## src/sss_pkg.sv

```systemverilog
`default_nettype none
package sss_pkg;
  // -------------------------------------------------------------
  // Clock, tone and baud timing.
  // -------------------------------------------------------------
  localparam int unsigned CLK_HZ       = 200_000_000;
  localparam int unsigned TONE_TIME_MS = 100;
  localparam int unsigned TONE_CYCLES  = CLK_HZ / 1000 * TONE_TIME_MS;
  localparam int unsigned TONE_W       = 25;
  localparam logic [24:0] TONE_ONE     = 25'h0000001;
  localparam int unsigned RATE_2400    = 2400;
  localparam int unsigned RATE_4800    = 4800;
  localparam int unsigned RATE_9600    = 9600;
  localparam int unsigned RATE_19200   = 19200;
  localparam int unsigned DIV_2400     = CLK_HZ / RATE_2400;
  localparam int unsigned DIV_4800     = CLK_HZ / RATE_4800;
  localparam int unsigned DIV_9600     = CLK_HZ / RATE_9600;
  localparam int unsigned DIV_19200    = CLK_HZ / RATE_19200;
  localparam int unsigned BAUD_W       = 17;

  // -------------------------------------------------------------
  // Serial rate select codes.
  // -------------------------------------------------------------
  localparam logic [2:0] RATE_OFF   = 3'h0;
  localparam logic [2:0] RATE_C2400 = 3'h1;
  localparam logic [2:0] RATE_C4800 = 3'h2;
  localparam logic [2:0] RATE_C9600 = 3'h3;
  localparam logic [2:0] RATE_C19K2 = 3'h4;
  localparam logic [7:0] RATE_MAX   = 8'h04;

  // -------------------------------------------------------------
  // Register byte offsets.
  // -------------------------------------------------------------
  localparam logic [7:0] REG_QCOND  = 8'h00;
  localparam logic [7:0] REG_QEVENT = 8'h04;
  localparam logic [7:0] REG_QEN    = 8'h08;
  localparam logic [7:0] REG_ADDR   = 8'h0c;
  localparam logic [7:0] REG_RATE   = 8'h10;
  localparam logic [7:0] REG_ECHO   = 8'h14;
  localparam logic [7:0] REG_PACE   = 8'h18;
  localparam logic [7:0] REG_PROMPT = 8'h1c;
  localparam logic [7:0] REG_CMD    = 8'h20;
  localparam logic [7:0] REG_STAT   = 8'h24;
  localparam int unsigned CMD_TONE  = 0;
  localparam int unsigned CMD_STORE = 1;

  // -------------------------------------------------------------
  // Questionable bit positions, masks and reset value.
  // -------------------------------------------------------------
  localparam int unsigned NCOND       = 7;
  localparam int unsigned QB_VOLT_REG = 0;
  localparam int unsigned QB_CURR_REG = 1;
  localparam int unsigned QB_THERMAL  = 3;
  localparam int unsigned QB_FOLLOWER = 6;
  localparam int unsigned QB_VOLT_ERR = 12;
  localparam int unsigned QB_CURR_ERR = 13;
  localparam int unsigned QB_ABSORB   = 14;
  localparam logic [15:0] Q_USED_MASK  = 16'h704b;
  localparam logic [15:0] Q_LATCH_MASK = 16'h3000;
  localparam logic [15:0] QEN_RST      = 16'h0000;

  // -------------------------------------------------------------
  // Bus address limit and serial characters.
  // -------------------------------------------------------------
  localparam logic [7:0] ADDR_MAX    = 8'h1e;
  localparam logic [7:0] CHAR_LF     = 8'h0a;
  localparam logic [7:0] CHAR_PROMPT = 8'h3e;
endpackage
`default_nettype wire

```

## src/sss_sync.sv

```systemverilog
`default_nettype none
module sss_sync (
  input  wire logic                        clk_i,
  input  wire logic                        rst_i,
  input  wire logic [sss_pkg::NCOND-1:0]   raw_i,
  output logic      [sss_pkg::NCOND-1:0]   level_o
);
  // -------------------------------------------------------------
  // State.
  // -------------------------------------------------------------
  typedef struct packed {
    logic [sss_pkg::NCOND-1:0] s1;
    logic [sss_pkg::NCOND-1:0] s2;
    logic [sss_pkg::NCOND-1:0] s3;
    logic [sss_pkg::NCOND-1:0] lvl;
  } sss_sync_type;

  sss_sync_type                q, n;
  logic [sss_pkg::NCOND-1:0]   agree;

  // A bit changes only once the second and third stages agree.
  for (genvar g = 0; g < sss_pkg::NCOND; g++) begin : g_bit
    assign agree[g] = (q.s2[g] == q.s3[g]) ? q.s3[g] : q.lvl[g];
  end

  // The first stage feeds only the second stage.
  always_comb begin
    n     = q;
    n.s1  = raw_i;
    n.s2  = q.s1;
    n.s3  = q.s2;
    n.lvl = agree;
  end

  // State register.
  always_ff @(posedge clk_i) begin
    if (rst_i) begin
      q <= '0;
    end else begin
      q <= n;
    end
  end

  assign level_o = q.lvl;
endmodule
`default_nettype wire

```

## src/sss_ques.sv

```systemverilog
`default_nettype none
module sss_ques (
  input  wire logic        clk_i,
  input  wire logic        rst_i,
  input  wire logic [15:0] cond_i,
  input  wire logic [1:0]  en_we_i,
  input  wire logic [15:0] en_data_i,
  input  wire logic        ev_rd_i,
  output logic      [15:0] ev_o,
  output logic      [15:0] en_o,
  output logic             summary_o
);
  // -------------------------------------------------------------
  // State.
  // -------------------------------------------------------------
  typedef struct packed {
    logic [15:0] prev;
    logic [15:0] ev;
    logic [15:0] en;
  } sss_ques_type;

  sss_ques_type q, n;
  logic [15:0]  rise;

  assign rise = cond_i & ~q.prev & sss_pkg::Q_LATCH_MASK;

  // Latch rising edges of latchable bits; a new edge beats the clear.
  always_comb begin
    n      = q;
    n.prev = cond_i;
    if (ev_rd_i) begin
      n.ev = 16'h0000;
    end
    n.ev = n.ev | rise;
    for (int b = 0; b < 2; b++) begin
      if (en_we_i[b]) begin
        n.en[b*8 +: 8] = en_data_i[b*8 +: 8] & sss_pkg::Q_USED_MASK[b*8 +: 8];
      end
    end
  end

  // State register.
  always_ff @(posedge clk_i) begin
    if (rst_i) begin
      q <= '0;
    end else begin
      q <= n;
    end
  end

  // Summary is any enabled event bit.
  assign ev_o      = q.ev;
  assign en_o      = q.en;
  assign summary_o = |(q.ev & q.en);
endmodule
`default_nettype wire

```

## src/sss_top.sv

```systemverilog
// Implementation choices: the Wishbone register port and the address map.
`default_nettype none
module sss_top #(
  parameter int unsigned TONE_CYCLES = sss_pkg::TONE_CYCLES,
  parameter int unsigned DIV_2400    = sss_pkg::DIV_2400,
  parameter int unsigned DIV_4800    = sss_pkg::DIV_4800,
  parameter int unsigned DIV_9600    = sss_pkg::DIV_9600,
  parameter int unsigned DIV_19200   = sss_pkg::DIV_19200
) (
  input  wire logic        clk_i,
  input  wire logic        rst_i,
  input  wire logic [7:0]  adr_i,
  input  wire logic [31:0] dat_i,
  output logic      [31:0] dat_o,
  input  wire logic        we_i,
  input  wire logic [3:0]  sel_i,
  input  wire logic        cyc_i,
  input  wire logic        stb_i,
  output logic             ack_o,
  input  wire logic        energy_absorbing_flag_i,
  input  wire logic        current_error_flag_i,
  input  wire logic        voltage_error_flag_i,
  input  wire logic        follower_unit_fault_flag_i,
  input  wire logic        thermal_fault_flag_i,
  input  wire logic        current_regulation_fault_flag_i,
  input  wire logic        voltage_regulation_fault_flag_i,
  output logic             ques_summary_o,
  input  wire logic [4:0]  nv_bus_address_i,
  input  wire logic [2:0]  nv_rate_i,
  input  wire logic        nv_flow_i,
  input  wire logic        nv_prompt_i,
  input  wire logic        nv_echo_i,
  output logic             store_settings_o,
  input  wire logic        inst_reset_i,
  output logic             tone_o,
  output logic      [4:0]  listen_address_o,
  output logic             serial_enable_o,
  output logic             baud_tick_o,
  output logic             flow_control_o,
  input  wire logic        rx_valid_i,
  input  wire logic [7:0]  rx_char_i,
  input  wire logic        parse_done_i,
  output logic             tx_valid_o,
  output logic      [7:0]  tx_char_o,
  input  wire logic        tx_ready_i
);
  // -------------------------------------------------------------
  // State.
  // -------------------------------------------------------------
  typedef struct packed {
    logic                       ack;
    logic [31:0]                rdata;
    logic [4:0]                 addr;
    logic [2:0]                 rate;
    logic                       echo_act;
    logic                       echo_stop;
    logic                       flow;
    logic                       prompt;
    logic                       prompt_pend;
    logic                       tone;
    logic [sss_pkg::TONE_W-1:0] tone_cnt;
    logic [sss_pkg::BAUD_W-1:0] baud_cnt;
    logic                       tick;
    logic                       tx_valid;
    logic [7:0]                 tx_char;
    logic                       store;
  } sss_top_type;

  sss_top_type                q, n;
  logic [5:0]                 idx;
  logic                       acc;
  logic                       wr;
  logic                       rd;
  logic                       free;
  logic                       echo_ld;
  logic                       ev_rd;
  logic [1:0]                 en_we;
  logic [31:0]                rd_mux;
  logic [sss_pkg::BAUD_W-1:0] div_m1;
  logic [sss_pkg::NCOND-1:0]  raw;
  logic [sss_pkg::NCOND-1:0]  lvl;
  logic [15:0]                cond;
  logic [15:0]                ev;
  logic [15:0]                en;
  logic                       summary;

  // True when the word address selects the given register.
  function automatic logic hit(input logic [7:0] a, input logic [5:0] i);
    return i == a[7:2];
  endfunction

  // -------------------------------------------------------------
  // Bus decode.
  // -------------------------------------------------------------
  // A request is taken once, in the cycle before its acknowledge.
  assign idx     = adr_i[7:2];
  assign acc     = cyc_i & stb_i & ~q.ack;
  assign wr      = acc & we_i;
  assign rd      = acc & ~we_i;
  assign ev_rd   = rd & hit(sss_pkg::REG_QEVENT, idx);
  assign en_we   = sel_i[1:0] & {2{wr & hit(sss_pkg::REG_QEN, idx)}};

  // -------------------------------------------------------------
  // Questionable group.
  // -------------------------------------------------------------
  // Pin conditions, highest bit first, pass a three-stage filter.
  assign raw = {energy_absorbing_flag_i, current_error_flag_i,
                voltage_error_flag_i, follower_unit_fault_flag_i,
                thermal_fault_flag_i, current_regulation_fault_flag_i,
                voltage_regulation_fault_flag_i};

  sss_sync u_sync (
    .clk_i   (clk_i),
    .rst_i   (rst_i),
    .raw_i   (raw),
    .level_o (lvl)
  );

  // Place each filtered level at its bit; unnamed bits stay zero.
  always_comb begin
    cond                       = 16'h0000;
    cond[sss_pkg::QB_ABSORB]   = lvl[6];
    cond[sss_pkg::QB_CURR_ERR] = lvl[5];
    cond[sss_pkg::QB_VOLT_ERR] = lvl[4];
    cond[sss_pkg::QB_FOLLOWER] = lvl[3];
    cond[sss_pkg::QB_THERMAL]  = lvl[2];
    cond[sss_pkg::QB_CURR_REG] = lvl[1];
    cond[sss_pkg::QB_VOLT_REG] = lvl[0];
  end

  sss_ques u_ques (
    .clk_i     (clk_i),
    .rst_i     (rst_i),
    .cond_i    (cond),
    .en_we_i   (en_we),
    .en_data_i (dat_i[15:0]),
    .ev_rd_i   (ev_rd),
    .ev_o      (ev),
    .en_o      (en),
    .summary_o (summary)
  );

  // -------------------------------------------------------------
  // Read mux and baud divisor.
  // -------------------------------------------------------------
  // Unmapped words read as zero.
  always_comb begin
    rd_mux = 32'h0000_0000;
    unique case (idx)
      sss_pkg::REG_QCOND[7:2]:  rd_mux[15:0] = cond;
      sss_pkg::REG_QEVENT[7:2]: rd_mux[15:0] = ev;
      sss_pkg::REG_QEN[7:2]:    rd_mux[15:0] = en;
      sss_pkg::REG_ADDR[7:2]:   rd_mux[4:0]  = q.addr;
      sss_pkg::REG_RATE[7:2]:   rd_mux[2:0]  = q.rate;
      sss_pkg::REG_ECHO[7:2]:   rd_mux[0]    = q.echo_act;
      sss_pkg::REG_PACE[7:2]:   rd_mux[0]    = q.flow;
      sss_pkg::REG_PROMPT[7:2]: rd_mux[0]    = q.prompt;
      sss_pkg::REG_CMD[7:2]:    rd_mux[0]    = q.tone;
      sss_pkg::REG_STAT[7:2]:   rd_mux[2:0]  = {q.echo_stop, q.tone, summary};
      default:                  rd_mux       = 32'h0000_0000;
    endcase
  end

  // Divisor minus one for the selected rate.
  always_comb begin
    unique case (q.rate)
      sss_pkg::RATE_C2400: div_m1 = sss_pkg::BAUD_W'(DIV_2400 - 1);
      sss_pkg::RATE_C4800: div_m1 = sss_pkg::BAUD_W'(DIV_4800 - 1);
      sss_pkg::RATE_C9600: div_m1 = sss_pkg::BAUD_W'(DIV_9600 - 1);
      sss_pkg::RATE_C19K2: div_m1 = sss_pkg::BAUD_W'(DIV_19200 - 1);
      default:             div_m1 = '1;
    endcase
  end

  // -------------------------------------------------------------
  // Next state.
  // -------------------------------------------------------------
  assign free    = ~q.tx_valid | tx_ready_i;
  assign echo_ld = rx_valid_i & q.echo_act & free;

  always_comb begin
    n       = q;
    n.ack   = acc;
    n.store = 1'b0;
    n.tick  = 1'b0;
    if (acc) begin
      n.rdata = rd_mux;
    end
    // Baud tick generator; stopped while the port is off.
    if (q.rate == sss_pkg::RATE_OFF) begin
      n.baud_cnt = '0;
    end else if (q.baud_cnt >= div_m1) begin
      n.baud_cnt = '0;
      n.tick     = 1'b1;
    end else begin
      n.baud_cnt = q.baud_cnt + 1'b1;
    end
    // Tone interval countdown.
    if (q.tone) begin
      n.tone_cnt = q.tone_cnt - 1'b1;
      if (q.tone_cnt == sss_pkg::TONE_ONE) begin
        n.tone = 1'b0;
      end
    end
    // Transmit holding register; echo first, then prompt.
    if (q.tx_valid & tx_ready_i) begin
      n.tx_valid = 1'b0;
    end
    if (echo_ld) begin
      n.tx_valid = 1'b1;
      n.tx_char  = rx_char_i;
    end
    if (rx_valid_i & q.echo_stop & (rx_char_i == sss_pkg::CHAR_LF)) begin
      n.echo_act  = 1'b0;
      n.echo_stop = 1'b0;
    end
    if (q.prompt_pend & free & ~echo_ld) begin
      n.tx_valid    = 1'b1;
      n.tx_char     = sss_pkg::CHAR_PROMPT;
      n.prompt_pend = 1'b0;
    end
    if (parse_done_i & q.prompt) begin
      n.prompt_pend = 1'b1;
    end
    // Instrument reset ends tone and a pending prompt but keeps echo.
    if (inst_reset_i) begin
      n.tone        = 1'b0;
      n.tone_cnt    = '0;
      n.prompt_pend = 1'b0;
    end
    // Register writes; all settings but the enable mask sit in byte lane 0.
    if (wr & sel_i[0]) begin
      if (hit(sss_pkg::REG_ADDR, idx) && dat_i[7:0] <= sss_pkg::ADDR_MAX) begin
        n.addr = dat_i[4:0];
      end
      if (hit(sss_pkg::REG_RATE, idx) && dat_i[7:0] <= sss_pkg::RATE_MAX) begin
        n.rate = dat_i[2:0];
      end
      if (hit(sss_pkg::REG_ECHO, idx)) begin
        if (dat_i[0]) begin
          n.echo_act  = 1'b1;
          n.echo_stop = 1'b0;
        end else begin
          n.echo_stop = n.echo_act;
        end
      end
      if (hit(sss_pkg::REG_PACE, idx)) begin
        n.flow = dat_i[0];
      end
      if (hit(sss_pkg::REG_PROMPT, idx)) begin
        n.prompt = dat_i[0];
      end
      if (hit(sss_pkg::REG_CMD, idx)) begin
        if (dat_i[sss_pkg::CMD_TONE]) begin
          n.tone     = 1'b1;
          n.tone_cnt = sss_pkg::TONE_W'(TONE_CYCLES);
        end
        n.store = dat_i[sss_pkg::CMD_STORE];
      end
    end
    // Reset restores the stored settings, clamped to legal values.
    if (rst_i) begin
      n        = '0;
      n.addr   = (nv_bus_address_i <= sss_pkg::ADDR_MAX[4:0]) ? nv_bus_address_i : 5'h00;
      n.rate   = (nv_rate_i <= sss_pkg::RATE_MAX[2:0]) ? nv_rate_i : sss_pkg::RATE_OFF;
      n.flow   = nv_flow_i;
      n.prompt = nv_prompt_i;
      n.echo_act = nv_echo_i;
    end
  end

  // State register.
  always_ff @(posedge clk_i) begin
    q <= n;
  end

  // -------------------------------------------------------------
  // Outputs.
  // -------------------------------------------------------------
  assign ack_o            = q.ack;
  assign dat_o            = q.rdata;
  assign ques_summary_o   = summary;
  assign store_settings_o = q.store;
  assign tone_o           = q.tone;
  assign listen_address_o = q.addr;
  assign serial_enable_o  = q.rate != sss_pkg::RATE_OFF;
  assign baud_tick_o      = q.tick;
  assign flow_control_o   = q.flow;
  assign tx_valid_o       = q.tx_valid;
  assign tx_char_o        = q.tx_char;
endmodule
`default_nettype wire

```

## config.mk

```make
export PLATFORM = sky130hd
export DESIGN_NAME = sss_top
export DESIGN_NICKNAME = d
export VERILOG_FILES = /design/src/sss_pkg.sv /design/src/sss_sync.sv /design/src/sss_ques.sv /design/src/sss_top.sv
export SDC_FILE = /design/constraint.sdc
export NUM_CORES = 1
export LEC_CHECK = 0
export BUFFER_PORTS_ARGS = -buffer_cell sky130_fd_sc_hd__buf_2
export CAP_MARGIN = 0
export CORE_MARGIN = 1
export CORE_UTILIZATION = 49
export DETAILED_ROUTE_END_ITERATION = 6
export PLACE_DENSITY = 0.77
export SYNTH_ARGS = -nofsm -noshare
export SYNTH_HDL_FRONTEND = slang
export SYNTH_SLANG_ARGS = --single-unit
export TNS_END_PERCENT = 100
```

## constraint.sdc

```tcl
create_clock -name clk_i -period 2.7 [get_ports clk_i]
set_clock_uncertainty 0.2 [all_clocks]
set_input_delay 0 -clock clk_i [delete_from_list [all_inputs] [get_ports clk_i]]
set_output_delay 0 -clock clk_i [all_outputs]
set_load 0.005 [all_outputs]
```

======== Word-level counts from Yosys, hierarchy flattened ========
Index checks and enable logic that the tools add are counted.
word-level totals
  memories ................................ 0
  RAM bits ................................ 0
  output and inout bits ................... 53
  bits of input ports ..................... 79
  register bits ........................... 141
  memory bits (read-only) ................. 0
  latch bits .............................. 0
  word-level logic and storage cells ...... 145
cells by class
  eq/ne operators ......................... 22
  $add $sub $neg .......................... 2
  shift operators ......................... 0
  multiplexer cells ....................... 35
  bitwise logic cells ..................... 27
  multiply operators ...................... 0
  reduce and logical (&&, ||, !) cells .... 23
  order comparisons ....................... 5
  div/mod/pow operators ................... 0
operator list
  operator                 count
  $mux W26                 4
  $pmux W17 S4             1
  $mux W67                 1
  $mux W17                 2
  $pmux W11 S3             1
  $mux W27                 1
  $eq A25 B1 Y1 const B    1
  $sub A25 B1 Y25 const B  1
  $eq A6 B3 Y1 const B     4
  $mux W9                  2
  $add A17 B1 Y17 const B  1
  $ge A17 B17 Y1           1
  $and A16 B15 Y16         1
  $mux W16                 1
  $or A16 B14 Y16          1
  $reduce_or A16 Y1        1
  $and A1 B1 Y1            15
  $and A14 B14 Y14         1
  $not A14 Y14             1
  $reduce_bool A2 Y1       7
  $eq A6 B2 Y1 const B     2
  $eq A6 B4 Y1 const B     2
  $mux W1                  12
  $mux W12                 1
  other kinds (26)         49

======== Logic depth before layout (Yosys ltp) ========
  depth after elaboration ................. 12
  mapped depth ............................ 11

======== By module ========
From an unflattened synthesis, not the netlist that was laid out.
unflattened totals
  cell total of the unflattened synthesis .. 698
  area, all modules ....................... 6490.0 um^2
modules (own cells, without submodules)
  module    instances  cells an instance  area an instance (um^2)
  sss_top   1          549                4885.9
  sss_sync  1          80                 965.9
  sss_ques  1          69                 638.1

======== Worst setup path after synthesis ========
Ideal clock, no wire load.
  kind .................................... reg-to-reg
  from .................................... register q[59] (netlist bit)
  to ...................................... register q[19] (netlist bit)
  path slack .............................. -0.112 ns
  library setup time ...................... 0.119 ns
  cell stages (with the launch flop) ...... 12
  arrival time ............................ 2.493 ns
  required time ........................... 2.381 ns
  clock period less this slack ............ 2.812 ns
  path buffers ............................ 1
  cells stage by stage .................... edfxtp_1 -> xnor2_1 -> nor2_1 -> a21oi_1 -> nor2_1 -> ha_1 -> nand4_1 -> a2111oi_0 -> o21ai_1 -> o211ai_1 -> buf_4 -> nor3_1
on the way
  cells in the longest elaborated chain, start to end .. 4
  elaborated cells on any way between the ends .. 8
  those cells by class .................... 1 x order compare; 4 x eq/ne; 1 x mux; 2 x reduce/logical
RTL lines
  item                                        RTL line        text
  from (decl)                                 sss_top.sv:69   sss_top_type q, n;
  from (signal assigned)                      sss_top.sv:274  q <= n;
  $eq A3 B3 Y1, or another cell as far along  sss_top.sv:166  unique case (q.rate)
  $pmux W17 S4                                sss_top.sv:166
  $ge A17 B17 Y1                              sss_top.sv:192  end else if (q.baud_cnt >= div_m1) begin
  $reduce_or A3 Y1 (no source line) (*)       n/a
Mark *: on every way between the ends. The rest lies on a longest branch, timed or not.
A chain may end at the register's enable or synchronous reset.

======== Worst setup path after layout ========
  from .................................... input adr_i[7]
  to ...................................... register q (netlist bit dat_o[1])
on the way
  cells in the longest elaborated chain, start to end .. 2
  elaborated cells on any way between the ends .. 7
  those cells by class .................... 5 x eq/ne; 1 x mux; 1 x reduce/logical
RTL lines
  item                                        RTL line        text
  from (decl)                                 sss_top.sv:12   input wire logic [7:0] adr_i,
  $eq A6 B4 Y1, or another cell as far along  sss_top.sv:149  unique case (idx)
  $pmux W2 S6 (*)                             sss_top.sv:149
Marks and branches as above.

==> impl_metrics.csv <==
group,metric,value,unit
logic_synthesis,synth_flop_cell,"dfxtp_1",
placement,dpl.hpwl,9330,um
cells_and_area,finalNetCount,874,
cts,clockRootBuffer,"clkbuf_16",
setup_path,critPathLaunchType,"primary input",
timing,fmax,0.370,GHz
pwr,ir_drop,0.000797,V
setup_path,reg2reg_depth,10,
outcome,status,"complete, but fails checks",
floorplan,core_area,11000,um2
placement,placed_cell_area,5980,um2
timing,final.setup.worst_slack,-0.00335,ns
detailed_routing,via_per_inst,5.51,
cells_and_area,multiInputGateArea,2890,um2
cells_and_area,drive_gt1_share,20.9,%
placement,globalplace.congestion,0.872,
cts,clk_pin_slew_worst_paths,0.05,ns
logic_synthesis,ys_types,74,
logic_synthesis,synth_edf_count,10,
setup_path,arrival,2.81,ns
floorplan,num_rows,38,
logic_synthesis,synthTopCellsByArea,"dfxtp_1 (38%), buf_4 (6.3%), edfxtp_1 (5.3%), nor2_1 (4.5%), xnor2_1 (4.2%)",
cells_and_area,regArea,2420,um2
global_route,grt_pass1_vias,5060,
pwr,p_total,0.00447,W
detailed_routing,routed_wirelength,15300,um
global_route,grt_max_degree,31,
global_route,grt_antenna_before_repair,0,
placement,dp.cells,809,
timing,maxSlewViolCount,0,
setup_path,cp_max_fo,5,
cells_and_area,finalNonFillerCells,930,
detailed_routing,via_count,5122,
timing,worstMarginPinSlew,0.582,ns
detailed_routing,dr.pass1.iters,5,
cells_and_area,area_growth,33.9,%
timing,maxSlewHeadroom,60.9,%
cells_and_area,antenna_cells,0,
floorplan,die_w,109,um
logic_synthesis,syn_avg_cell_area,9.11,um2
cts,cts_tree,"yes",
cells_and_area,final_util,68.4,%
detailed_routing,ant_nets,0,
setup_path,crit_type,"primary input to register",
timing,min_period_over_period,100,%
detailed_routing,drtIter0Drc,288,
worst_hold_path,min_path_type,"primary input to register",
logic_synthesis,syn_area,5630,um2
placement,numPortBuffers,83,
timing,setup_viol,1,
logic_synthesis,synth_top_area_share,37.7,%
detailed_routing,wire_per_inst,16.5,um
cts,cts_buffer_depth,2,
logic_synthesis,async_reset_ff_share,0,%
logic_synthesis,ys_ff_latch,116,
timing,finalHoldViolCount,0,
floorplan,die-area,11900,um2
worst_hold_path,holdPathStages,5,
setup_path,cp-end-kind,"register",
cts,cts_buffers,17,
timing,whs,0.00546,ns
cells_and_area,final_cell_area,7540,um2
pwr,power.density,592,nW/um2
pwr,power_leakage,3.12,nW
floorplan,ios,132,
cells_and_area,fillCellCount,789,
floorplan,initial_utilization,51.1,%
floorplan,die_h,109,um
global_route,grt.overflow.total,0,
outcome,failed_checks,"negative setup slack",
cts,clock_latency,0.42,ns
timing,rsz0062_at_grt,"true",
global_route,grt_pass1_wl,24100,um
setup_path,crit_required,2.80,ns
logic_synthesis,synth-seq-area-share,43.0,%
cts,htree_levels,4,
detailed_routing,drc,0,
timing,finalCriticalPeriod,2.70,ns
cts,clkSinkCount,116,
logic_synthesis,synth_warnings,0,
job,max-cap-violations,0,
logic_synthesis,yosysTopAreaCell,"dfxtp_1",
global_route,grt_use_total,26.8,%
logic_synthesis,syn_inst,618,
Yosys cell counts (all sizes together) (3+ instances only):
library cell    n
dfxtp         106
nor2           69
buf            55
nand2          48
nor3           36
nor2b          30
xnor2          27
a21oi          26
o21ai          24
ha             17
nand3          17
mux2i          14
clkbuf         13
inv            13
xor2           12
edfxtp         10
a22o            9
nor4            9
and3            6
a22oi           5
nand2b          5
nand4           5
and4            4
nor4b           4
a31oi           3
nor3b           3
or3             3
or4             3
state kept, by name (all words and copies together), names as in the netlist:
name              cells
ack_o                 1
baud_tick_o           1
dat_o                 9
flow_control_o        1
listen_address_o      5
q                    49
store_settings_o      1
tone_o                1
tx_char_o             8
tx_valid_o            1
u_ques.en_o           7
u_ques.ev_o           2
u_ques.q              2
u_sync.level_o        7
u_sync.n             14
u_sync.q              7
path summary, 6_finish.rpt:
| kind | startpoint | to | slack, ns |
|---|---|---|---|
| hold / removal | adr_i[5] | dat_o[14] | 0.005 |
| setup reg to reg | q[60] | q[13] | 0.04 |
| setup / recovery | adr_i[7] | dat_o[1] | -0.003 |
| hold reg to reg | u_sync.n[16] | u_sync.n[9] | 0.23 |
cells by family after synthesis:
group                    synth area share, %
AND/OR/NAND/NOR                         24.3
flip-flops                              43.0
AO/OA/AOI/OAI                           11.0
buffers and inverters                   8.77
XOR/XNOR                                6.06
adder cells (fa/ha/maj)                 3.78
multiplexers                            3.09
other                                 0.0666
power breakdown:
group	switching [W]	total, W	internal [W]
Combinational	0.000198	0.000400	0.000201
Sequential	0.0000330	0.00182	0.00178
Clock	0.000771	0.00225	0.00148
Total	0.00100	0.00447	0.00346
critical path: stages:
cell	delay [ns]
dlygate4sd3_1	0.52
buf_2	0.16
nor3_4	0.20
dlygate4sd3_1	0.63
nand2_2	0.12
o32ai_2	0.21
nand2b_1	0.07
dlygate4sd3_1	0.57
a311oi_1	0.33
per-stage QoR:
stage               setup TNS, ns  setup slack (ns)
floorplan                       0           0.00822
global placement                0            0.0518
detailed placement          -2.44            -0.155
CTS                             0            0.0248
global route               -0.874           -0.0779
finish                   -0.00335          -0.00335
metal layers:
layer / GRT usage, % / up-vias / share of wire (%)
met3: 7.23 / 57 / 5.3
li1: - / 2419 / -
met1: 29.4 / 2435 / 39
met5: 0 / - / 0
met2: 47.8 / 211 / 52
met4: 12.5 / 0 / 3.7
area by class of cell:
type                            count  area share, %
Clock buffer                       23           6.63
Clock inverter                      8           1.28
Inverter                           13          0.647
Multi-Input combinational cell    443           38.3
Sequential cell                   116           32.1
Tap cell                          140           2.32
Timing Repair Buffer              187           18.7
placed cells by master, fill, tap and decap left out, types with 16 or more instances in the layout:
cell type        n
dlygate4sd3_1   85
clkbuf_16       19
conb_1          23
nor3_1          33
nor2_1          66
dfxtp_1        106
nand2_1         46
buf_2           83
a21oi_1         24
nand3_1         17
ha_1            16
nor2b_1         30
buf_4           18
xnor2_1         27
repair_timing:
item                                   4_1_cts  5_1_grt
hold buffers                                84        1
pin swaps                                    1        1
buffers inserted                             3        2
resized for setup                            2       14
setup endpoints to repair                   17       25
endpoints found under the hold margin       85        1
gates cloned                                 0        0
(Power assumes the default switching activity.)
